--- src/verilog/ccs_pkg.sv ---
// Package of register offsets, fields, resets and timing for the cell control settings sequencer.
package ccs_pkg;
   localparam int unsigned CLK_HZ          = 125000000;
   localparam int unsigned TICK_US         = 1;
   localparam int unsigned US_CYCLES       = CLK_HZ / 1000000 * TICK_US;
   localparam int unsigned OPEN_STEP_US    = 100;
   localparam int unsigned PERIOD_STEP_US  = 1000;

   localparam logic [7:0]  ADDR_LOOP       = 8'h00;
   localparam logic [7:0]  ADDR_CELIM      = 8'h04;
   localparam logic [7:0]  ADDR_CELL       = 8'h08;
   localparam logic [7:0]  ADDR_IRCTL      = 8'h0c;
   localparam logic [7:0]  ADDR_CIOPEN     = 8'h10;
   localparam logic [7:0]  ADDR_CIPERD     = 8'h14;
   localparam logic [7:0]  ADDR_CICORR     = 8'h18;
   localparam logic [7:0]  ADDR_DLY_OPEN   = 8'h1c;
   localparam logic [7:0]  ADDR_DLY_CLOSED = 8'h20;
   localparam logic [7:0]  ADDR_TRIG       = 8'h24;
   localparam logic [7:0]  ADDR_STATUS     = 8'h28;

   localparam logic [1:0]  MODE_POT        = 2'h0;
   localparam logic [1:0]  MODE_GALV       = 2'h1;
   localparam logic [1:0]  MODE_ZRA        = 2'h2;
   localparam logic [2:0]  BW_MAX          = 3'h5;
   localparam logic [14:0] CELIM_MIN       = 15'h01f4;
   localparam logic [14:0] CELIM_MAX       = 15'h7530;
   localparam logic [14:0] CELIM_RST       = 15'h7530;
   localparam logic [7:0]  CORR_MAX        = 8'hc8;
   localparam logic [7:0]  CORR_RST        = 8'h64;
   localparam logic [13:0] OPEN_MIN        = 14'h0001;
   localparam logic [13:0] OPEN_MAX        = 14'h2710;
   localparam logic [13:0] PERD_MIN        = 14'h0001;
   localparam logic [13:0] PERD_MAX        = 14'h2710;
   localparam logic [19:0] DLY_MAX         = 20'hf4240;
   localparam logic [1:0]  RESP_OKAY       = 2'h0;
   localparam logic [1:0]  RESP_SLVERR     = 2'h2;

   typedef enum logic [3:0] {
      CCS_IDLE   = 4'b0001,
      CCS_OPEN   = 4'b0010,
      CCS_CLOSED = 4'b0100,
      CCS_WAIT   = 4'b1000
   } ccs_state_e;
endpackage

--- src/verilog/ccs_sequencer.sv ---
// Control settings registers, current interrupt sequencer and scan trigger gating.
//
// Our own choices: the AXI4-Lite interface to the registers and the register offsets.
`timescale 1ns/100ps
`default_nettype none
module ccs_sequencer
   import ccs_pkg::*;
(
   input  wire logic        aclk,
   input  wire logic        aresetn,
   input  wire logic [7:0]  s_axil_awaddr,
   input  wire logic        s_axil_awvalid,
   output logic             s_axil_awready,
   input  wire logic [31:0] s_axil_wdata,
   input  wire logic [3:0]  s_axil_wstrb,
   input  wire logic        s_axil_wvalid,
   output logic             s_axil_wready,
   output logic [1:0]       s_axil_bresp,
   output logic             s_axil_bvalid,
   input  wire logic        s_axil_bready,
   input  wire logic [7:0]  s_axil_araddr,
   input  wire logic        s_axil_arvalid,
   output logic             s_axil_arready,
   output logic [31:0]      s_axil_rdata,
   output logic [1:0]       s_axil_rresp,
   output logic             s_axil_rvalid,
   input  wire logic        s_axil_rready,
   input  wire logic        ce_clamp_limiting,
   input  wire logic        panel_switch_in,
   input  wire logic        safety_switch_closed,
   input  wire logic        ext_trigger_edge,
   input  wire logic        panel_trigger,
   input  wire logic        line_zero_cross,
   input  wire logic        scan_done,
   output logic [1:0]       loop_mode_ff,
   output logic [5:0]       loop_bw_sel_ff,
   output logic             ce_limit_en_ff,
   output logic [14:0]      ce_limit_mv_ff,
   output logic             cell_enable_ff,
   output logic             enable_lamp_ff,
   output logic             ir_comp_en_ff,
   output logic             ir_comp_type_ff,
   output logic [11:0]      pf_amount_ff,
   output logic             interrupt_switch_closed_ff,
   output logic             sample_open_ff,
   output logic             sample_closed_ff,
   output logic [7:0]       ci_corr_pct_ff,
   output logic             scan_start_ff,
   output logic             scanning_ff
);
   logic [2:0]  bw_code_ff;
   logic [13:0] ci_open_ff;
   logic [13:0] ci_period_ff;
   logic [19:0] dly_open_ff;
   logic [19:0] dly_closed_ff;
   logic        armed_ff;
   logic        line_sync_ff;
   logic        sw_pending_ff;
   logic        aw_held_ff;
   logic        w_held_ff;
   logic [7:0]  awaddr_ff;
   logic [31:0] wdata_ff;
   logic [3:0]  wstrb_ff;
   logic        wr_go;
   logic        wr_bad;
   logic        sw_trig;
   logic        cell_connected;
   ccs_state_e  state_ff;
   ccs_state_e  nxt_state;
   logic [7:0]  us_div_ff;
   logic        us_tick;
   logic [19:0] us_cnt_ff;
   logic [23:0] per_cnt_ff;
   logic        per_wrap;
   logic        sampled_ff;

   function automatic logic [31:0] wr_merge(input logic [31:0] old, input logic [31:0] nw, input logic [3:0] be);
      logic [31:0] r;
      r = old;
      for (int i = 0; i < 4; i++) begin
         if (be[i]) begin
            r[i*8 +: 8] = nw[i*8 +: 8];
         end
      end
      return r;
   endfunction

   // Write channel: address and data are latched in either order.
   assign s_axil_awready = !aw_held_ff && !s_axil_bvalid;
   assign s_axil_wready  = !w_held_ff && !s_axil_bvalid;
   assign wr_go          = aw_held_ff && w_held_ff && !s_axil_bvalid;

   always_ff @(posedge aclk) begin
      if (!aresetn) begin
         aw_held_ff <= 1'b0;
         w_held_ff  <= 1'b0;
         awaddr_ff  <= 8'h00;
         wdata_ff   <= 32'h0;
         wstrb_ff   <= 4'h0;
      end else begin
         if (s_axil_awvalid && s_axil_awready) begin
            aw_held_ff <= 1'b1;
            awaddr_ff  <= s_axil_awaddr;
         end else if (wr_go) begin
            aw_held_ff <= 1'b0;
         end
         if (s_axil_wvalid && s_axil_wready) begin
            w_held_ff <= 1'b1;
            wdata_ff  <= s_axil_wdata;
            wstrb_ff  <= s_axil_wstrb;
         end else if (wr_go) begin
            w_held_ff <= 1'b0;
         end
      end
   end

   // Values out of range in the strobed bytes are refused with SLVERR and the setting is kept; unstrobed bytes are written unchecked.
   always_comb begin
      logic [31:0] m;
      m = wr_merge(32'h0, wdata_ff, wstrb_ff);
      wr_bad = 1'b0;
      case (awaddr_ff)
         ADDR_LOOP:       wr_bad = (m[1:0] > MODE_ZRA) || (m[6:4] > BW_MAX);
         ADDR_CELIM:      wr_bad = (m[14:0] < CELIM_MIN) || (m[14:0] > CELIM_MAX);
         ADDR_CELL, ADDR_IRCTL, ADDR_TRIG: wr_bad = 1'b0;
         ADDR_CIOPEN:     wr_bad = (m[13:0] < OPEN_MIN) || (m[13:0] > OPEN_MAX);
         ADDR_CIPERD:     wr_bad = (m[13:0] < PERD_MIN) || (m[13:0] > PERD_MAX);
         ADDR_CICORR:     wr_bad = m[7:0] > CORR_MAX;
         ADDR_DLY_OPEN, ADDR_DLY_CLOSED: wr_bad = m[19:0] > DLY_MAX;
         default:         wr_bad = 1'b1;
      endcase
   end

   always_ff @(posedge aclk) begin
      if (!aresetn) begin
         s_axil_bvalid <= 1'b0;
         s_axil_bresp  <= RESP_OKAY;
      end else if (wr_go) begin
         s_axil_bvalid <= 1'b1;
         s_axil_bresp  <= wr_bad ? RESP_SLVERR : RESP_OKAY;
      end else if (s_axil_bready) begin
         s_axil_bvalid <= 1'b0;
      end
   end

   // Settings registers.
   always_ff @(posedge aclk) begin
      if (!aresetn) begin
         loop_mode_ff    <= MODE_POT;
         bw_code_ff      <= 3'h0;
         ce_limit_en_ff  <= 1'b0;
         ce_limit_mv_ff  <= CELIM_RST;
         cell_enable_ff  <= 1'b0;
         ir_comp_en_ff   <= 1'b0;
         ir_comp_type_ff <= 1'b0;
         pf_amount_ff    <= 12'h000;
         ci_open_ff      <= OPEN_MIN;
         ci_period_ff    <= PERD_MAX;
         ci_corr_pct_ff  <= CORR_RST;
         dly_open_ff     <= 20'h0;
         dly_closed_ff   <= 20'h0;
         line_sync_ff    <= 1'b0;
      end else if (wr_go && !wr_bad) begin
         case (awaddr_ff)
            ADDR_LOOP: begin
               loop_mode_ff <= wdata_ff[1:0];
               bw_code_ff   <= wdata_ff[6:4];
            end
            ADDR_CELIM: ce_limit_mv_ff <= wdata_ff[14:0];
            ADDR_CELL: begin
               cell_enable_ff <= wdata_ff[0];
               ce_limit_en_ff <= wdata_ff[4];
            end
            ADDR_IRCTL: begin
               ir_comp_en_ff   <= wdata_ff[0];
               ir_comp_type_ff <= wdata_ff[1];
               pf_amount_ff    <= wdata_ff[27:16];
            end
            ADDR_CIOPEN:     ci_open_ff     <= wdata_ff[13:0];
            ADDR_CIPERD:     ci_period_ff   <= wdata_ff[13:0];
            ADDR_CICORR:     ci_corr_pct_ff <= wdata_ff[7:0];
            ADDR_DLY_OPEN:   dly_open_ff    <= wdata_ff[19:0];
            ADDR_DLY_CLOSED: dly_closed_ff  <= wdata_ff[19:0];
            ADDR_TRIG:       line_sync_ff   <= wdata_ff[4];
            default: ;
         endcase
      end
   end

   // One-hot bandwidth select, bit 0 for the widest band.
   always_ff @(posedge aclk) begin
      if (!aresetn) begin
         loop_bw_sel_ff <= 6'h01;
      end else begin
         loop_bw_sel_ff <= 6'h01 << bw_code_ff;
      end
   end

   assign cell_connected = interrupt_switch_closed_ff && safety_switch_closed;

   always_ff @(posedge aclk) begin
      if (!aresetn) begin
         enable_lamp_ff <= 1'b0;
      end else begin
         enable_lamp_ff <= cell_enable_ff && panel_switch_in;
      end
   end

   // Read channel.
   assign s_axil_arready = !s_axil_rvalid;

   always_ff @(posedge aclk) begin
      if (!aresetn) begin
         s_axil_rvalid <= 1'b0;
         s_axil_rdata  <= 32'h0;
         s_axil_rresp  <= RESP_OKAY;
      end else if (s_axil_arvalid && s_axil_arready) begin
         s_axil_rvalid <= 1'b1;
         s_axil_rresp  <= RESP_OKAY;
         case (s_axil_araddr)
            ADDR_LOOP:       s_axil_rdata <= {25'h0, bw_code_ff, 2'h0, loop_mode_ff};
            ADDR_CELIM:      s_axil_rdata <= {17'h0, ce_limit_mv_ff};
            ADDR_CELL:       s_axil_rdata <= {27'h0, ce_limit_en_ff, 3'h0, cell_enable_ff};
            ADDR_IRCTL:      s_axil_rdata <= {4'h0, pf_amount_ff, 14'h0, ir_comp_type_ff, ir_comp_en_ff};
            ADDR_CIOPEN:     s_axil_rdata <= {18'h0, ci_open_ff};
            ADDR_CIPERD:     s_axil_rdata <= {18'h0, ci_period_ff};
            ADDR_CICORR:     s_axil_rdata <= {24'h0, ci_corr_pct_ff};
            ADDR_DLY_OPEN:   s_axil_rdata <= {12'h0, dly_open_ff};
            ADDR_DLY_CLOSED: s_axil_rdata <= {12'h0, dly_closed_ff};
            ADDR_TRIG:       s_axil_rdata <= {27'h0, line_sync_ff, 3'h0, armed_ff};
            ADDR_STATUS:     s_axil_rdata <= {28'h0, scanning_ff, cell_connected,
                                              ce_limit_en_ff && ce_clamp_limiting, enable_lamp_ff};
            default: begin
               s_axil_rdata <= 32'h0;
               s_axil_rresp <= RESP_SLVERR;
            end
         endcase
      end else if (s_axil_rready) begin
         s_axil_rvalid <= 1'b0;
      end
   end

   // Trigger register: bit 0 arm, bit 8 software trigger (self-clearing).
   assign sw_trig = wr_go && !wr_bad && (awaddr_ff == ADDR_TRIG) && wdata_ff[8];

   always_ff @(posedge aclk) begin
      if (!aresetn) begin
         armed_ff      <= 1'b0;
         sw_pending_ff <= 1'b0;
         scan_start_ff <= 1'b0;
         scanning_ff   <= 1'b0;
      end else begin
         scan_start_ff <= 1'b0;
         if (armed_ff && ext_trigger_edge && !scanning_ff) begin
            armed_ff      <= 1'b0;
            scan_start_ff <= 1'b1;
            scanning_ff   <= 1'b1;
         end else if (wr_go && !wr_bad && awaddr_ff == ADDR_TRIG) begin
            armed_ff <= wdata_ff[0];
         end
         if (panel_trigger && !scanning_ff) begin
            scan_start_ff <= 1'b1;
            scanning_ff   <= 1'b1;
         end
         if ((sw_trig || sw_pending_ff) && !scanning_ff) begin
            if (!line_sync_ff || line_zero_cross) begin
               sw_pending_ff <= 1'b0;
               scan_start_ff <= 1'b1;
               scanning_ff   <= 1'b1;
            end else begin
               sw_pending_ff <= 1'b1;
            end
         end
         if (scan_done && scanning_ff) begin
            scanning_ff <= 1'b0;
         end
      end
   end

   // Microsecond tick and counters for the current interrupt sequencer.
   assign us_tick  = (us_div_ff == 8'(US_CYCLES - 1));
   assign per_wrap = us_tick && (per_cnt_ff >= 24'(ci_period_ff * PERIOD_STEP_US) - 24'h1);

   always_ff @(posedge aclk) begin
      if (!aresetn) begin
         us_div_ff <= 8'h00;
      end else begin
         // The divider rests while idle so that the first open interval is a whole number of microseconds.
         us_div_ff <= (us_tick || state_ff == CCS_IDLE) ? 8'h00 : us_div_ff + 8'h01;
      end
   end

   always_comb begin
      nxt_state = state_ff;
      case (state_ff)
         CCS_IDLE: if (ir_comp_en_ff && !ir_comp_type_ff) nxt_state = CCS_OPEN;
         CCS_OPEN: if (us_tick && us_cnt_ff >= 20'(ci_open_ff * OPEN_STEP_US) - 20'h1) nxt_state = CCS_CLOSED;
         CCS_CLOSED, CCS_WAIT: if (per_wrap) nxt_state = CCS_OPEN;
         default: nxt_state = CCS_IDLE;
      endcase
      if (!ir_comp_en_ff || ir_comp_type_ff) begin
         nxt_state = CCS_IDLE;
      end
   end

   always_ff @(posedge aclk) begin
      if (!aresetn) begin
         state_ff                   <= CCS_IDLE;
         us_cnt_ff                  <= 20'h0;
         per_cnt_ff                 <= 24'h0;
         sampled_ff                 <= 1'b0;
         sample_open_ff             <= 1'b0;
         sample_closed_ff           <= 1'b0;
         interrupt_switch_closed_ff <= 1'b1;
      end else begin
         state_ff         <= nxt_state;
         sample_open_ff   <= 1'b0;
         sample_closed_ff <= 1'b0;
         interrupt_switch_closed_ff <= (nxt_state != CCS_OPEN);
         if (nxt_state != state_ff) begin
            us_cnt_ff  <= 20'h0;
            sampled_ff <= 1'b0;
            if (state_ff == CCS_IDLE || per_wrap || nxt_state == CCS_IDLE) begin
               per_cnt_ff <= 24'h0;
            end else if (us_tick) begin
               per_cnt_ff <= per_cnt_ff + 24'h1;
            end
         end else if (state_ff != CCS_IDLE && us_tick) begin
            us_cnt_ff  <= us_cnt_ff + 20'h1;
            per_cnt_ff <= per_wrap ? 24'h0 : per_cnt_ff + 24'h1;
         end
         // A sample fires in the cycle after the first cycle in which the elapsed microseconds equal the delay.
         if (!sampled_ff && state_ff == CCS_OPEN && us_cnt_ff == dly_open_ff) begin
            sample_open_ff <= 1'b1;
            sampled_ff     <= 1'b1;
         end
         if (!sampled_ff && state_ff == CCS_CLOSED && us_cnt_ff == dly_closed_ff) begin
            sample_closed_ff <= 1'b1;
            sampled_ff       <= 1'b1;
         end
      end
   end

   chk_lamp_follows: assert property (@(posedge aclk) disable iff (!aresetn)
      enable_lamp_ff |-> $past(cell_enable_ff) && $past(panel_switch_in))
      else $error("lamp lit without enable and switch");
   chk_bw_onehot: assert property (@(posedge aclk) disable iff (!aresetn)
      $past(aresetn) |-> loop_bw_sel_ff == (6'h01 << $past(bw_code_ff)))
      else $error("bandwidth select mismatch");
   chk_mode_legal: assert property (@(posedge aclk) disable iff (!aresetn)
      loop_mode_ff <= MODE_ZRA)
      else $error("illegal loop mode");
   chk_clamp_range: assert property (@(posedge aclk) disable iff (!aresetn)
      ce_limit_mv_ff >= CELIM_MIN && ce_limit_mv_ff <= CELIM_MAX)
      else $error("clamp magnitude out of range");
   chk_corr_range: assert property (@(posedge aclk) disable iff (!aresetn)
      ci_corr_pct_ff <= CORR_MAX)
      else $error("correction percent out of range");
   chk_arm_gate: assert property (@(posedge aclk) disable iff (!aresetn)
      ext_trigger_edge && !armed_ff && !panel_trigger && !sw_trig && !sw_pending_ff |=> !scan_start_ff)
      else $error("unarmed external trigger started scan");
   chk_sync_hold: assert property (@(posedge aclk) disable iff (!aresetn)
      line_sync_ff && sw_pending_ff && !line_zero_cross && !panel_trigger
      && !(armed_ff && ext_trigger_edge) |=> !scan_start_ff)
      else $error("synced trigger started before zero crossing");
   chk_immediate: assert property (@(posedge aclk) disable iff (!aresetn)
      sw_trig && !line_sync_ff && !scanning_ff |=> scan_start_ff ##1 scanning_ff)
      else $error("unsynced trigger did not start at once");
   chk_switch_open: assert property (@(posedge aclk) disable iff (!aresetn)
      state_ff == CCS_OPEN |-> !interrupt_switch_closed_ff)
      else $error("switch closed in open state");
endmodule
`default_nettype wire

--- config.mk ---
export PLATFORM = sky130hd
export DESIGN_NAME = ccs_sequencer
export DESIGN_NICKNAME = d
export VERILOG_FILES = /design/src/verilog/ccs_pkg.sv /design/src/verilog/ccs_sequencer.sv
export SDC_FILE = /design/constraint.sdc
export NUM_CORES = 1
export LEC_CHECK = 0
export ABC_AREA = 1
export BUFFER_PORTS_ARGS = -buffer_cell sky130_fd_sc_hd__buf_2
export CAP_MARGIN = 25
export CORE_MARGIN = 4
export CORE_UTILIZATION = 57
export CTS_BUF_LIST = sky130_fd_sc_hd__clkbuf_4 sky130_fd_sc_hd__clkbuf_8
export CTS_CLUSTER_SIZE = 24
export DETAILED_ROUTE_END_ITERATION = 16
export HOLD_SLACK_MARGIN = 0.08
export MAX_ROUTING_LAYER = met4
export PLACE_DENSITY = 0.8
export SYNTH_ARGS = -nofsm -noshare
export SYNTH_HDL_FRONTEND = slang
export SYNTH_SLANG_ARGS = --single-unit
export TNS_END_PERCENT = 20
--- constraint.sdc ---
create_clock -name aclk -period 6.59 [get_ports aclk]
set_clock_uncertainty 0.15 [all_clocks]
set_input_delay 1.318 -clock aclk [delete_from_list [all_inputs] [get_ports aclk]]
set_output_delay 1.318 -clock aclk [all_outputs]
set_load 0.02 [all_outputs]
# Yosys cells after proc, flatten, opt, wreduce, memory -nomap -nowiden
# Index checks and enable logic that the tools add are counted.
# totals
reg_bits	263
in_bits	66
out_inout_bits	94
word_cells	199
# op_classes
bitwise	1
n_addsub	5
mul	2
n_eq_ne	31
n_lt_le_gt_ge	10
reduce_logical	73
muxes	38
n_shift	1
# op_table
op	n
$pmux 28 s11	1
$mux 24	5
$eq 8x5->1 const B	8
$eq 20x20->1	2
$eq 8x6->1 const B	5
$eq 8x4->1 const B	4
$logic_and 1x1->1	26
$add 24x1->24 const B	1
$ge 24x24->1	1
$sub 24x1->24 const B	1
$reduce_and 2->1	11
$mul 14x7->21 const B	1
$mux 1	21
$add 20x1->20 const B	1
$ge 20x20->1	1
$gt 20x20->1 const B	1
$mux 4	5
$sub 20x1->20 const B	1
$mul 14x5->18 const B	1
$eq 8x3->1 const B	2
$logic_not 8->1	2
$mux 8	2
$gt 15x15->1 const B	1
$lt 15x9->1 const B	1
27 further kinds	56

# Longest topological paths before layout
# logic_depth
ltp_word	11
mapped_depth	43
mapped_depth_nobuf	42

# Worst setup path before layout
# OpenSTA, ideal clock, no wires.
# synth_path
path_type	register -> register
start	register ci_period_ff[0]
end	register per_cnt_ff[10]
path_slack_ns	0.273
synth_period_minus_slack_ns	6.317
path_stages_with_launch	38
setup_ns	0.070
arrival_time_ns	6.097
n_path_buf	1
required_ns	6.370
cell_sequence	dfxtp_1 fa_1 fa_1 inv_1 fa_1 fa_1 inv_1 ha_1 a21oi_1 o21ai_2 a21oi_1 o21bai_1 xnor2_1 nand3_1 nor2_2 nand3_1 nor2_2 nand3_1 (+2 left out) ha_1 nand2_1 nor2_1 nand2_1 nor2_1 nand2_1 nand3_1 nand2_1 nand2_1 nand2_1 nand2_1 nand2_1 nand2_1 nand2_2 nand3_4 clkbuf_1 nand2_1 a21oi_1
# synth_between
elab_chain_cells	11
elab_cells_between_ends	18
cone_classes	1 x add/sub; 1 x mul; 1 x order compare; 3 x eq/ne; 7 x mux; 5 x reduce/logical
# synth_rtl
item	line	text
start: declaration	ccs_sequencer.sv:53	logic [13:0] ci_period_ff;
start signal: assignment	ccs_sequencer.sv:180	ADDR_CIPERD: ci_period_ff <= wdata_ff[13:0];
$mul 14x7->21 (*)	ccs_sequencer.sv:282	assign per_wrap = us_tick && (per_cnt_ff >= 24'(ci_period_ff * PERIOD_STEP_US) - 24'h1);
$sub 24x1->24 (*)	ccs_sequencer.sv:282	
$ge 24x24->1 (*)	ccs_sequencer.sv:282	
$logic_and 1x1->1 (*)	ccs_sequencer.sv:282	
$mux 4	ccs_sequencer.sv:298	CCS_CLOSED, CCS_WAIT: if (per_wrap) nxt_state = CCS_OPEN;
$pmux 4 s3	ccs_sequencer.sv:295	case (state_ff)
$mux 4	ccs_sequencer.sv:301	if (!ir_comp_en_ff || ir_comp_type_ff) begin
$eq 4x1->1	ccs_sequencer.sv:323	if (state_ff == CCS_IDLE || per_wrap || nxt_state == CCS_IDLE) begin
$logic_or 1x1->1	ccs_sequencer.sv:323	
$ne 3x2->1 (no line) / $mux 24 (equally long branches)	--	
$reduce_and 2->1 (no line) / $mux 24 (equally long branches)	--	
end signal: assignment	ccs_sequencer.sv:326	per_cnt_ff <= per_cnt_ff + 24'h1;
end signal: assignment	ccs_sequencer.sv:330	per_cnt_ff <= per_wrap ? 24'h0 : per_cnt_ff + 24'h1;
end: declaration	ccs_sequencer.sv:73	logic [23:0] per_cnt_ff;
# Every way passes the cells marked *; elsewhere a longest branch is shown, timed or not. The select of a mux whose other input is x is not followed.
# A chain may end at the register's enable or synchronous reset.

# Worst setup path in the final report
# layout_path
start	register ci_period_ff[2]
end	register per_cnt_ff[11]
# The elaborated chain is that of the path after synthesis.

==> flow_summary.json <==
{
  "tightestPinTransition_ps": 808,
  "cts-hold-fix-buffers": 0,
  "rsz0062_at_grt": "yes",
  "final_layout_size_suffix_gt1_share_pct": 19.3,
  "die_area_sq_mm": 0.0338,
  "starting_density_pct": 57.7,
  "remaining_drc_errors": 0,
  "fmax_mhz": 143,
  "clock-sinks": 257,
  "period_minus_slack_ps": 7000,
  "timing.final.crit_share_pct": 106,
  "yosys.area.top_type_share_pct": 29.2,
  "ys.warnings.count": 0,
  "worstRegToRegCells": 43,
  "numCtsBuffers": 44,
  "power.density_cell_area_mw_per_mm2": 164,
  "yosysSeqAreaShare_pct": 29.2,
  "timing.critical_path.arrival_ps": 7360,
  "regToRegStartpoint": "ci_period_ff[2]",
  "reg2reg_setup_slack_ps": -410,
  "hold_start": "awaddr_ff[1]",
  "async_flop_share_pct": 0,
  "place_inst": 3015,
  "number_of_distinct_library_cells_after_synthesis": 61,
  "critical_path.most_common_cell": "sky130_fd_sc_hd__nand2_1",
  "worst_slew_margin_rel_pct": 46.1,
  "post_drt_via_cell_ratio": 5.74,
  "detailedRoute.firstIterationViolations": 1472,
  "detail-route-antenna-nets": 0,
  "dpl-instance-area_sq_mm": 0.0192,
  "place_ws_ps": -368,
  "syn_inst": 2456,
  "gr-total-overflow": 0,
  "grt.total_usage_pct": 34.4,
  "first_global_vias": 17200,
  "static-leakage-power_nw": 9.82,
  "synth-simple-area-share_pct": 23.3,
  "path_buf_inv": 9,
  "ir_worst_vdd_mv": 0.183,
  "post-route-worst-setup-slack_ps": -414,
  "io-pin-count": 160,
  "syn_std_cell_area_sq_mm": 0.0176,
  "dieWidth_um": 184,
  "gp_congestion": 1.05,
  "cts-htree-levels": 2,
  "critical_path_peak_fanout": 5,
  "most-common-layout-cells": "405 x sky130_fd_sc_hd__nand2_1, 338 x sky130_fd_sc_hd__inv_1, 255 x sky130_fd_sc_hd__dfxtp_1",
  "dr_total_vias": 17900,
  "max_cap_viol_count": 0,
  "holdCritPathClass": "flip-flop to flip-flop",
  "run_status": "complete, but fails checks",
  "critical_path_required_ps": 6940,
  "die_boundary_height_um": 184,
  "layout_commonest_cell": "sky130_fd_sc_hd__nand2_1",
  "ys_seq_elements": 257,
  "synth_area_leader_cell": "sky130_fd_sc_hd__dfxtp_1",
  "antenna_found_initial": 0,
  "cts_tree": "built",
  "synth_edf_count": 0,
  "synth_flop_cell": "sky130_fd_sc_hd__dfxtp_1",
  "violations": "negative setup slack",
  "synth_top_cells_by_area": "sky130_fd_sc_hd__dfxtp_1 29%, sky130_fd_sc_hd__ha_1 9.9%, sky130_fd_sc_hd__nand2_1 9.4%, sky130_fd_sc_hd__inv_1 7.4%, sky130_fd_sc_hd__a21oi_1 6.3%",
  "cpPeakStageDelay_ps": 580,
  "critical_path_start_type": "flip-flop",
  "synth_top_family_by_area": "simple AND/OR/NAND/NOR gates",
  "timing.setup.critical_path_class": "flip-flop to flip-flop",
  "grt_start_max_net_pins": 84,
  "detail_route.first_pass.iterations": 6,
  "detailed_place_hpwl_um": 43600,
  "layout-area-overhead-vs-synth_pct": 20.2,
  "crit-reg2reg-capture": "per_cnt_ff[11]",
  "final_cells": 3119,
  "nFillCells": 2527,
  "core_area_sq_mm": 0.0306,
  "timing_max_transition_violations_final": 0,
  "floorplan.rows": 64,
  "final_cell_area_sq_mm": 0.0212,
  "fraction_of_synthesized_area_in_multiplexers_pct": 0,
  "clock_tree.root_cell": "sky130_fd_sc_hd__clkbuf_8",
  "syn_avg_cell_area_sq_um": 7.18,
  "holdPathEnd": "awaddr_ff[1]",
  "family_with_the_most_delay_on_the_worst_path": "adder cells",
  "finalHoldViolations": 0,
  "compound_gate_fraction_of_synth_area_pct": 16.0,
  "critical_path.endpoint_type": "flip-flop",
  "xor_and_xnor_area_share_after_synthesis_pct": 5.01,
  "timing.critical_path.slowest_stage_cell": "sky130_fd_sc_hd__fa_1",
  "antenna_cells_inserted": 0,
  "routedWlPerCell_um": 19.0,
  "final_setup_violation_count": 45,
  "grt_first_pass_wirelength_um": 90300,
  "clkTransAtPathRegs_ps": 70,
  "final_net_count": 2955,
  "clk_latency_ps": 610,
  "route.final.wire_length_um": 59200,
  "portBuffers": 148,
  "clk_path_buf_depth": 3,
  "min_path_cells": 2,
  "yosys.area_share.adder_pct": 16.1
}
==> per-layer routing <==
layer | GRT usage, % | up-vias | wire length (um)
li1 | - | 8511 | -
met1 | 43.0 | 8306 | 23600
met2 | 56.1 | 917 | 27500
met3 | 5.98 | 176 | 5630
met4 | 12.3 | 0 | 2530
met5 | - | - | 0
==> flip-flops by register name, summed over array words and instances, names as in the netlist, 3 cells and up <==
name,flops
awaddr_ff,8
bw_code_ff,3
ce_limit_mv_ff,15
ci_corr_pct_ff,8
ci_open_ff,14
ci_period_ff,14
dly_closed_ff,20
dly_open_ff,20
loop_bw_sel_ff,6
per_cnt_ff,24
pf_amount_ff,12
s_axil_rdata,28
state_ff,4
us_cnt_ff,20
us_div_ff,8
wdata_ff,28
wstrb_ff,3
==> worst max path at each step <==
stage	from	end	slack (ps)	cells past startpoint
finish	ci_period_ff[2]	per_cnt_ff[11]	-410	43
global route	ci_period_ff[2]	per_cnt_ff[3]	-700	41
CTS	ci_period_ff[1]	per_cnt_ff[9]	-220	40
detailed placement	ci_period_ff[0]	per_cnt_ff[2]	-370	37
global placement	ci_period_ff[5]	per_cnt_ff[20]	-130	38
floorplan	ci_period_ff[0]	per_cnt_ff[10]	270	37
==> kinds of logic (layout without fill, tap and decap cells) <==
family	after synthesis	after routing
other cells	1	6
simple gates	946	946
compound gates	504	504
flops	257	257
fa+ha+maj	194	194
buf+inv	453	715
xor+xnor	101	101
==> what timing repair did <==
item	CTS	global route
hold endpoints to repair	0	0
resized for setup	84	91
setup buffers	17	7
setup endpoints to repair	45	48
pin swaps	17	56
cloned	6	1
==> synthesized netlist by cell type, types with 13 or more instances <==
library cell / number
sky130_fd_sc_hd__nand2_1: 441
sky130_fd_sc_hd__inv_1: 350
sky130_fd_sc_hd__nor2_1: 259
sky130_fd_sc_hd__dfxtp_1: 257
sky130_fd_sc_hd__a21oi_1: 222
sky130_fd_sc_hd__o21ai_0: 166
sky130_fd_sc_hd__ha_1: 139
sky130_fd_sc_hd__nand3_1: 108
sky130_fd_sc_hd__xor2_1: 71
sky130_fd_sc_hd__fa_1: 55
sky130_fd_sc_hd__clkbuf_1: 49
sky130_fd_sc_hd__nor3_1: 35
sky130_fd_sc_hd__o22ai_1: 35
sky130_fd_sc_hd__xnor2_1: 30
sky130_fd_sc_hd__nand4_1: 26
sky130_fd_sc_hd__nor4_1: 22
sky130_fd_sc_hd__buf_2: 15
sky130_fd_sc_hd__buf_6: 13
==> where the power goes <==
group          internal [mW]  total, mW  switching, mW
Clock                  0.887       1.58          0.694
Combinational         0.0811      0.251          0.170
Sequential              1.58       1.64         0.0575
Total                   2.55       3.47          0.922
==> metrics by stage <==
step / hold WS (ps) / util (%) / setup TNS, ps / total power [mW]
floorplan: 280 / - / 0 / 1.80
global placement: 296 / 62.8 / -4750 / 1.89
detailed placement: 303 / 62.8 / -13480 / 1.90
CTS: 313 / 68.0 / -5940 / 3.47
global route: 322 / 69.3 / -27270 / 3.58
finish: 312 / 69.3 / -15140 / 3.47
==> final cells by class <==
| class | instances | area (sq um) | share of cell area, % |
|---|---|---|---|
| clock inverters | 11 | 124 | 0.584 |
| clock buffers | 63 | 830 | 3.91 |
| multi-input cells | 1751 | 11300 | 53.0 |
| inverters | 366 | 1390 | 6.54 |
| repair buffers | 275 | 1970 | 9.31 |
| flip-flops and latches | 257 | 5150 | 24.3 |
| well taps | 396 | 495 | 2.34 |
==> worst reg2reg max path: cells and delay by family (launching register included) <==
kind                     cells  cell delay (ps)
adder cells (fa/ha/maj)      6             2640
XOR/XNOR                     1              190
AO/OA/AOI/OAI                6              780
AND/OR/NAND/NOR             21             1870
buffers and inverters        9              920
flip-flops                   1              360
Power figures use the tool's default switching activity.
